### config.mk
export PLATFORM = sky130hd
export DESIGN_NAME = sacs_sequencer
export DESIGN_NICKNAME = d
export VERILOG_FILES = /design/src/sacs_pkg.sv /design/src/sacs_sequencer.sv
export SDC_FILE = /design/constraint.sdc
export NUM_CORES = 1
export LEC_CHECK = 0
export BUFFER_PORTS_ARGS = -buffer_cell sky130_fd_sc_hd__buf_2
export CORE_AREA = 2 2 86 88
export CTS_CLUSTER_SIZE = 40
export DETAILED_ROUTE_END_ITERATION = 6
export DIE_AREA = 0 0 88 90
export GPL_TIMING_DRIVEN = 0
export PLACE_DENSITY_LB_ADDON = 0.1
export REMOVE_ABC_BUFFERS = 1
export SLEW_MARGIN = 10
export SYNTH_ARGS = -nofsm -noshare
export SYNTH_HDL_FRONTEND = slang
export SYNTH_SLANG_ARGS = --single-unit
### constraint.sdc
create_clock -name clk -period 2.1 [get_ports clk]
set_input_delay 0.42 -clock clk [delete_from_list [all_inputs] [get_ports clk]]
set_output_delay 0.42 -clock clk [all_outputs]
set_load 0.005 [all_outputs]
### src/sacs_pkg.sv
package sacs_pkg;

  // ------------------------------------------------------------
  // Sizes and timing
  // ------------------------------------------------------------
  localparam int unsigned RES_BITS      = 12;
  localparam int unsigned SHORT_BITS    = 8;
  localparam int unsigned ACQ_CYCLES    = 2;
  localparam int unsigned CLK_DIV       = 4;
  localparam logic [3:0]  MSB_IDX       = 4'hB;
  localparam logic [3:0]  SHORT_END_IDX = 4'h4;
  localparam logic [11:0] RESULT_RESET  = 12'h000;
  localparam logic [4:0]  PIN_IDLE      = 5'h0F;  // Pins inactive in reset

  // ------------------------------------------------------------
  // Sequencer states
  // ------------------------------------------------------------
  typedef enum logic [3:0] {
    SACS_IDLE    = 4'b0001,
    SACS_ACQUIRE = 4'b0010,
    SACS_HOLD    = 4'b0100,
    SACS_TEST    = 4'b1000
  } sacs_state_t;

  // Host control pins
  typedef struct packed {
    logic chip_enable;
    logic chip_select_n;
    logic read_not_convert;
    logic cycle_length_select;
    logic full_width_read;
  } sacs_ctrl_t;

  // Analog front-end controls
  typedef struct packed {
    logic       track;
    logic [11:0] trial_code;
  } sacs_afe_t;

endpackage

### src/sacs_sequencer.sv
`timescale 1ns/1ns
// Function
// Accepted start enables the clock and clears the approximation register.
// Busy conversion ignores restart attempts; result hidden until finished.
// At end of conversion clock stops, status drops, reads allowed.
// Trial twelve bits MSB first; keep a bit when its sum is below input.
// Sampling and conversion timing starts on read/convert falling edge; code starts when the last of chip enable, select and read/convert arrives.
// Exactly two internal clock cycles acquire, then sample is held.
// Once the sample is captured the input stays isolated until the end.
// Acquisition counted in internal clock cycles.
// Bit testing lasts a fixed number of internal clock cycles.
// Status high only during conversion; data lines off, starts ignored.
// Start latches cycle length select; high gives 8 bits, low 12.
// Result stays latched unchanged until the next conversion starts.
module sacs_sequencer
  import sacs_pkg::*;
#(
  parameter int unsigned CLK_DIV_P = CLK_DIV
)(
  input  wire logic                 clk,
  input  wire logic                 nrst,
  input  wire sacs_pkg::sacs_ctrl_t ctrl,
  input  wire logic                 comp_below,
  output logic                      conversion_status_out,
  output sacs_pkg::sacs_afe_t       afe,
  output logic                      conv_clk_en,
  output logic [11:0]               data_out,
  output logic [11:0]               data_oe
);
  import sacs_pkg::*;

  // ------------------------------------------------------------
  // Pin synchronisers, one chain per control pin
  // ------------------------------------------------------------
  logic [4:0] ctrl_bits;
  logic [4:0] pins;

  // Struct flattened so every pin gets a chain of its own
  assign ctrl_bits = ctrl;

  for (genvar gi = 0; gi < $bits(sacs_ctrl_t); gi++)
  begin : g_pin_sync
    logic s1;
    logic s2;
    logic s3;
    logic lvl;

    // Level taken once stages two and three agree
    always_ff @(posedge clk or negedge nrst)
      if (!nrst)
      begin
        s1  <= PIN_IDLE[gi];
        s2  <= PIN_IDLE[gi];
        s3  <= PIN_IDLE[gi];
        lvl <= PIN_IDLE[gi];
      end
      else
      begin
        s1  <= ctrl_bits[gi];
        s2  <= s1;
        s3  <= s2;
        lvl <= (s2 == s3) ? s3 : lvl;
      end

    // Qualified level of this pin
    assign pins[gi] = lvl;
  end

  // Qualified pin levels, bit order as in the struct
  wire ce_s  = pins[4];
  wire csn_s = pins[3];
  wire rc_s  = pins[2];
  wire cls_s = pins[1];
  wire fw_s  = pins[0];

  // ------------------------------------------------------------
  // Start detection
  // ------------------------------------------------------------
  // Start condition: last of three inputs reaching convert state
  wire start_lvl = ce_s & ~csn_s & ~rc_s;
  logic start_prev;
  wire start_edge = start_lvl & ~start_prev;

  // ------------------------------------------------------------
  // Sequencer
  // ------------------------------------------------------------
  // Sequencer state and counters
  sacs_state_t state;
  logic [7:0]  div_cnt;
  logic [1:0]  acq_cnt;
  logic [3:0]  bit_idx;
  logic [11:0] sar;
  logic [11:0] result;
  logic        short_cycle;

  // Phase decode and internal clock tick
  wire idle      = (state == SACS_IDLE);
  wire accept    = idle & start_edge;
  wire tick      = (div_cnt == 8'(CLK_DIV_P - 1));

  // ------------------------------------------------------------
  // Bit trial datapath
  // ------------------------------------------------------------
  // First trial, then mask, kept value and next trial per bit
  wire [11:0] first_trial = 12'h001 << MSB_IDX;
  wire last_bit  = short_cycle ? (bit_idx == SHORT_END_IDX)
                               : (bit_idx == 4'h0);
  wire [11:0] bit_mask = 12'h001 << bit_idx;
  wire [11:0] kept     = comp_below ? sar : (sar & ~bit_mask);
  wire [11:0] next_sar = last_bit ? kept : (kept | (bit_mask >> 1));
  wire        eoc      = (state == SACS_TEST) & tick & last_bit;

  // Start edge tracking
  always_ff @(posedge clk or negedge nrst)
    if (!nrst)
      start_prev <= 1'b0;
    else
      start_prev <= start_lvl;

  // Internal conversion clock divider, runs only while busy
  always_ff @(posedge clk or negedge nrst)
    if (!nrst)
      div_cnt <= 8'h00;
    else if (idle || tick)
      div_cnt <= 8'h00;
    else
      div_cnt <= div_cnt + 8'h01;

  // State machine
  always_ff @(posedge clk or negedge nrst)
    if (!nrst)
    begin
      state       <= SACS_IDLE;
      acq_cnt     <= 2'h0;
      bit_idx     <= MSB_IDX;
      sar         <= RESULT_RESET;
      short_cycle <= 1'b0;
    end
    else
    begin
      case (state)
        SACS_IDLE:
          if (accept)
          begin
            state       <= SACS_ACQUIRE;
            sar         <= RESULT_RESET;
            acq_cnt     <= 2'h0;
            short_cycle <= cls_s;
          end
        SACS_ACQUIRE:
          if (tick)
          begin
            acq_cnt <= acq_cnt + 2'h1;
            if (acq_cnt == 2'(ACQ_CYCLES - 1))
              state <= SACS_HOLD;
          end
        SACS_HOLD:
          if (tick)
          begin
            state   <= SACS_TEST;
            bit_idx <= MSB_IDX;
            sar     <= first_trial;  // First trial is the MSB
          end
        SACS_TEST:
          if (tick)
          begin
            sar     <= next_sar;
            bit_idx <= bit_idx - 4'h1;
            if (last_bit)
              state <= SACS_IDLE;
          end
        default:
          state <= SACS_IDLE;
      endcase
    end

  // ------------------------------------------------------------
  // Result latch
  // ------------------------------------------------------------
  // Result latch, loaded only at end of conversion
  always_ff @(posedge clk or negedge nrst)
    if (!nrst)
      result <= RESULT_RESET;
    else if (eoc)
      result <= next_sar;

  // ------------------------------------------------------------
  // Outputs
  // ------------------------------------------------------------
  // Status and conversion clock enable
  assign conversion_status_out = ~idle;
  assign conv_clk_en           = ~idle;

  // Analog front end: track, then held trial code
  assign afe.track             = (state == SACS_ACQUIRE);
  assign afe.trial_code        = sar;

  // ------------------------------------------------------------
  // Read port
  // ------------------------------------------------------------
  // Enable patterns of the three read formats
  wire [11:0] oe_full  = 12'hFFF;
  wire [11:0] oe_upper = 12'hFF0;
  wire [11:0] oe_nib   = 12'hF00;

  // Read decode: full, 8 MSBs, or 4 LSBs with trailing zeros
  wire read_en   = idle & ce_s & ~csn_s & rc_s;
  wire [11:0] low_nib = {result[3:0], 8'h00};
  wire [11:0] sel = (fw_s || !cls_s) ? result : low_nib;
  wire [11:0] oe  = fw_s ? oe_full
                  : (cls_s ? oe_nib : oe_upper);

  // Read data register, zero while the port is off
  always_ff @(posedge clk or negedge nrst)
    if (!nrst)
      data_out <= 12'h000;
    else
      data_out <= read_en ? sel : 12'h000;

  // Per-bit output enables, all off while busy
  always_ff @(posedge clk or negedge nrst)
    if (!nrst)
      data_oe <= 12'h000;
    else
      data_oe <= read_en ? oe : 12'h000;

endmodule // sacs_sequencer

==> flow_summary.ini, run 1 <==
[synth]
synth_top_area_share_pct = 41.33
synth-seq-cells = 79
synth_ff_type = dfrtp_1
synthCells = 295
netlist_top_cells_count = dfrtp_1, dfstp_2, inv_1, nor2_1
ys_seq_area_share_pct = 56.04
yosysTopAreaCell = dfrtp_1
synth-xor-area-share_pct = 1.961
synth_edf_count = 0
yosys-top-cells-area = dfrtp_1, dfstp_2, mux2_4
synth_top_family_by_area = simple AND/OR/NAND/NOR gates
ys_async_sr_fraction_pct = 100.0
synth_compound_area_share_pct = 10.89
syn_area_per_cell_um2 = 12.11
synthSimpleGateAreaFrac_pct = 14.82
synth_area_um2 = 3572
synthMuxAreaShare_pct = 6.725
synth_cell_types = 55
synth.most_common_cell = dfrtp_1
synth_warnings = 0
synth_fa_ha_area_share_pct = 3.853

[routing]
route.detailed.drc = 0
routed_wl_mm = 6.732
drt_iter0_drc = 125
antenna_left = 0
routedWlPerCell_um = 14.86
vias = 2407
dr.pass1.iters = 4
viasPerCell = 5.313

[worst_setup_path]
cpPeakStageDelay_ns = 0.56
startpoint = state[2]
path_cells = or4b_4, nor3_4, and4_4, mux2_4
required_ns = 2.33
worst_setup_path_end_kind = flop
critPathTopFamily = simple AND/OR/NAND/NOR gates
worstReg2RegStart = state[2]
startpoint_type = flop
crit_buf_inv = 0
critPathMaxFanout = 6
slowest_stage = or4b_4
arrival_ns = 2.27
critical_path_class = flop to flop

[cts]
clk_pin_slew_ns = 0.08
tritoncts = yes
clkSinkCount = 79
numCtsBuffers = 9
cts_hold_buf = 0
cts_max_level = 3
cts_root_buffer = clkbuf_8
clock_path_buffers = 2
clk_latency_ns = 0.35

[floorplanning]
die_area_um2 = 7920
fp.dieH_um = 90
io_pins = 47
coreArea_um2 = 7020
start_util_pct = 50.88
rows = 31
dieWidth_um = 88

[sta]
relSlewSlack_pct = 35.51
tightest_slew_ns = 0.9540
max_freq_mhz = 489.4
slew_violations = 0
setup_viol_count_final = 0
hold_viol = 0
post-route-period-util_pct = 97.30
finalClockSkew_ns = 0.008522
period_minus_slack_ns = 2.043
rsz0062_at_grt = yes
timing.hold.ws_ns = 0.02365

[layout]
antenna_cells = 0
layout.nets = 364
layout-drive-gt1-share_pct = 37.85
fillCellCount = 587
finalNonFillerCells = 453
finalInstanceArea_um2 = 4249
area_growth_pct = 18.95

[pwr]
p_per_area_nw_per_um2 = 1154
ir_drop_uv = 833.3
clockPowerShare_pct = 28.5
p_switching_mw = 1.624
pwr-share-comb_pct = 31.8
p_sw_share_pct = 33.13
share_seq_of_total_power_pct = 39.7
p_leak_nw = 2.030
internal_power_mw = 3.278

[place]
place.gp.congestion = 0.8341
port_buffers = 46
place_hpwl_mm = 4.486
placed_cell_area_um2 = 3809
dp.cells = 420

[global_routing]
antenna_found_initial = 0
grt_max_degree = 45
grt-ovfl-total = 0
grt.total_usage_pct = 18.17
grt_pass1_wl_mm = 11.14
grt_pass1_vias = 2204

[hold_path]
hp-class = primary input to async pin

[run_status]
status = finished, final reports clean

[job]
drv_cap = 0
[final timing paths]
path,cells after the start,slack (ns),endpoint
setup / recovery,4,0.06,result[2]
min in group clk,1,0.16,g_pin_sync[3].s1
max in group asynchronous,2,1.43,bit_idx[1]
hold reg to reg,0,0.35,g_pin_sync[4].s2
setup reg to reg,4,0.06,result[2]
hold / removal,1,0.02,data_oe[3]
[registers in the layout, indices dropped and copies added, names as in the netlist, 3 cells and up]
name	cells
bit_idx	4
g_pin_sync.s2	5
sar	12
result	12
g_pin_sync.s3	5
g_pin_sync.s1	5
data_out	12
state	4
div_cnt	8
data_oe	3
[worst reg2reg max path: cells and delay by family (launching register included)]
family / cells / cell delay, ns
DFF: 1 / 0.46
muxes: 1 / 0.31
and+or+nand+nor: 3 / 1.16
[logic make-up after synthesis]
| family | Yosys count |
|---|---|
| fa+ha+maj | 12 |
| buf+inv | 38 |
| mux | 20 |
| compound gates | 51 |
| simple gates | 87 |
| flops | 79 |
| xor+xnor | 8 |
[power groups by stage]
stage / Combinational (mW) / Clock (mW) / Sequential, mW
finish: 1.56 / 1.40 / 1.95
floorplan: 0.926 / 0 / 1.91
global placement: 1.27 / 0 / 1.95
global route: 1.72 / 1.49 / 1.98
detailed placement: 1.29 / 0 / 1.96
CTS: 1.50 / 1.43 / 1.94
[stage by stage]
stage               utilization, %  setup TNS [ns]  setup WS (ns)  total power, mW
global placement             53.93          -6.852        -0.4609            3.220
global route                 60.52        -0.01160      -0.005875            5.184
CTS                          59.81               0      0.0005884            4.869
finish                       60.52               0        0.05672            4.902
detailed placement           54.25          -7.037        -0.4993            3.253
floorplan                        -          -1.713        -0.2141            2.840
[repair_timing]
item	in CTS	in global routing
cloned	1	0
resized for setup	8	10
setup buffers	13	3
endpoints found under the setup margin	30	21
pin swaps	4	3
[placed cells by master (no fill, tap or decap), drive strengths merged, types with 6 or more instances in the layout]
cell	instances
a21boi	7
o21ai	9
a31o	7
mux2i	9
nor2	17
buf	63
ha	7
nand2	11
inv	18
a21oi	7
and3	7
dfrtp	59
mux2	11
nor3	10
nand3	8
clkbuf	12
and2	6
dfstp	20
[per-layer routing]
metal | vias up | routed length [um] | global-route usage [%] | share of wire (%)
met1 | 1190 | 3383 | 27.15 | 50
met5 | - | 0 | 0 | 0
met2 | 52 | 3003 | 26.20 | 45
met4 | 0 | 104 | 7.308 | 1.5
met3 | 11 | 239 | 3.122 | 3.6
li1 | 1154 | - | - | -
[cell type report]
type                    count  area (um^2)  area share [%]
clock inverters             4        98.84           2.326
repair buffers             63        372.9           8.775
multi-input cells         179         1428           33.60
clock buffers              12        156.4           3.681
inverters                  17        63.81           1.502
flip-flops and latches     79         2006           47.20
well taps                  99        123.9           2.915
Power figures use the tool's default switching activity.
==> inputs of run 2 (changes only) <==
--- a/config.mk
+++ b/config.mk
@@ -6,13 +6,12 @@
 export NUM_CORES = 1
 export LEC_CHECK = 0
 export BUFFER_PORTS_ARGS = -buffer_cell sky130_fd_sc_hd__buf_2
-export CORE_AREA = 2 2 86 88
+export CORE_AREA = 2 2 80 82
 export CTS_CLUSTER_SIZE = 40
 export DETAILED_ROUTE_END_ITERATION = 6
-export DIE_AREA = 0 0 88 90
+export DIE_AREA = 0 0 82 84
 export GPL_TIMING_DRIVEN = 0
 export PLACE_DENSITY_LB_ADDON = 0.1
-export REMOVE_ABC_BUFFERS = 1
 export SLEW_MARGIN = 10
 export SYNTH_ARGS = -nofsm -noshare
 export SYNTH_HDL_FRONTEND = slang
==> constraint.sdc (replaced) <==
create_clock -name clk -period 2.4 [get_ports clk]
set_input_delay 0.48 -clock clk [delete_from_list [all_inputs] [get_ports clk]]
set_output_delay 0.48 -clock clk [all_outputs]
set_load 0.005 [all_outputs]
==> run 2 against run 1 <==
Against the previous run:
- global-route usage grew 3.4 points
- wire length shrank 1.4%
- via count grew 0.75%
- critical path depth shrank 1
- critical path type is now flop to primary output
==> flow_summary.ini, run 2 (same netlist as run 1, synthesis figures left out) <==
[run_status]
status = finished, final reports clean

[sta]
timing.hold.ws_ns = 0.06698
hold_viol = 0
setup_viol_count_final = 0
relSlewSlack_pct = 34.91
period_minus_slack_ns = 2.275
post-route-period-util_pct = 94.77
tightest_slew_ns = 0.9628
max_freq_mhz = 439.6
finalClockSkew_ns = 0.008234
slew_violations = 0

[worst_setup_path]
startpoint_type = flop
critPathMaxFanout = 7
worst_setup_path_end_kind = primary output
arrival_ns = 1.79
worstReg2RegStart = state[2]
critical_path_class = flop to primary output
startpoint = state[3]
required_ns = 1.92
critPathCapture = afe[12]
r2r_end = result[1]
rr_worst_depth = 6
rrSetupSlack_ns = 0.13

[cts]
post_cts_buffers = 0
cts_resized = 0
tritoncts = yes
cts_root_buffer = clkbuf_8
cts_max_level = 3
clk_pin_slew_ns = 0.08
clkSinkCount = 79
cts_hold_buf = 0
clock_path_buffers = 2
numCtsBuffers = 9
clk_latency_ns = 0.34

[layout]
final_cell_mix = dfrtp_1, buf_2, dfstp_2
fillCellCount = 472
finalInstanceArea_um2 = 4182
layout.nets = 373
antenna_cells = 0
reg_top3 = data_out (12), result (12), sar (12)
layout-drive-gt1-share_pct = 35.08
area_growth_pct = 17.06
final_common_cell = dfrtp_1
final_core_util_pct = 68.60

[pwr]
p_sw_share_pct = 34.44
finalPower_mw = 4.024
clockPowerShare_pct = 26.2
ir_drop_uv = 735.4
p_per_area_nw_per_um2 = 962.4
p_leak_nw = 2.033
p_switching_mw = 1.386
internal_power_mw = 2.638
pwr-share-comb_pct = 32.4
share_seq_of_total_power_pct = 41.4

[floorplanning]
die_area_um2 = 6888
dieWidth_um = 82
io_pins = 47
rows = 29
coreArea_um2 = 6096
fp.dieH_um = 84
start_util_pct = 58.60

[place]
place_hpwl_mm = 4.681
placed_cell_area_um2 = 3929
place.gp.congestion = 0.8916
port_buffers = 46

[routing]
drt_iter0_drc = 102
antenna_left = 0
viasPerCell = 5.524
routedWlPerCell_um = 15.12
dr.pass1.iters = 4
route.detailed.drc = 0
routed_wl_mm = 6.639
vias = 2425

[global_routing]
grt_pass1_vias = 2340
antenna_found_initial = 0
grt_pass1_wl_mm = 11.24
grt.total_usage_pct = 21.60
grt-ovfl-total = 0
grt_max_degree = 49

[job]
drv_cap = 0

[synth]
syn_nets = 310

[hold_path]
hp-class = primary input to async pin
==> run 2: cell count changes in the layout (fill, tap and decap cells not counted), moves of 2 or more <==
cell,before,now
buf_2,45,48
clkbuf_1,2,5
dfrtp_1,56,59
dfrtp_2,3,0
clkinvlp_4,0,2
mux2_2,0,2
mux2_4,9,7
or4b_4,2,0
==> run 2: how the worst min path moves through the flow <==
stage / start / end / slack [ns] / cells past startpoint
detailed placement: g_pin_sync[4].s1 / g_pin_sync[4].s2 / 0.34 / 0
global route: nrst / data_oe[3] / 0.08 / 1
CTS: nrst / data_oe[3] / 0.07 / 1
global placement: g_pin_sync[4].s1 / g_pin_sync[4].s2 / 0.33 / 0
finish: nrst / data_oe[3] / 0.07 / 1
floorplan: nrst / acq_cnt[0] / 0.18 / 0
==> run 2: final cells by class <==
type	instances	area (um^2)	area share, %
flip-flops and latches	79	2002	47.88
clock buffers	10	127.6	3.052
clock inverters	5	83.83	2.005
inverters	17	63.81	1.526
well taps	77	96.34	2.304
plain buffers	20	136.4	3.262
multi-input cells	178	1366	32.68
repair buffers	53	305.3	7.301
==> run 2: critical path, stage by stage, from the launching register on <==
cell and delay [ns]:
dfrtp_1 0.47, or4b_2 0.77, inv_1 0.10, buf_2 0.11
==> run 2: routing by layer <==
metal	share of wire, %	GRT usage [%]
met1	46	29.61
met2	49	34.00
met3	3.8	3.788
met4	1.3	8.485
met5	0	0
==> run 2: stage by stage <==
stage,worst slack [ns],cells,setup TNS [ns]
2_1_floorplan,0.2139,295,0
3_3_place_gp,0.009738,418,0
3_5_place_dp,0.02764,419,0
4_1_cts,0.009855,434,0
5_1_grt,-0.02105,439,-0.03929
6_report,0.1254,439,0
==> run 2: power by group through the flow <==
| stage | logic [mW] | clock network, mW | registers [mW] |
|---|---|---|---|
| 3_5_place_dp | 1.23 | 0 | 1.69 |
| 4_1_cts | 1.24 | 1.08 | 1.66 |
| 2_1_floorplan | 0.915 | 0 | 1.65 |
| 5_1_grt | 1.46 | 1.13 | 1.69 |
| 6_report | 1.31 | 1.05 | 1.66 |
| 3_3_place_gp | 1.22 | 0 | 1.68 |
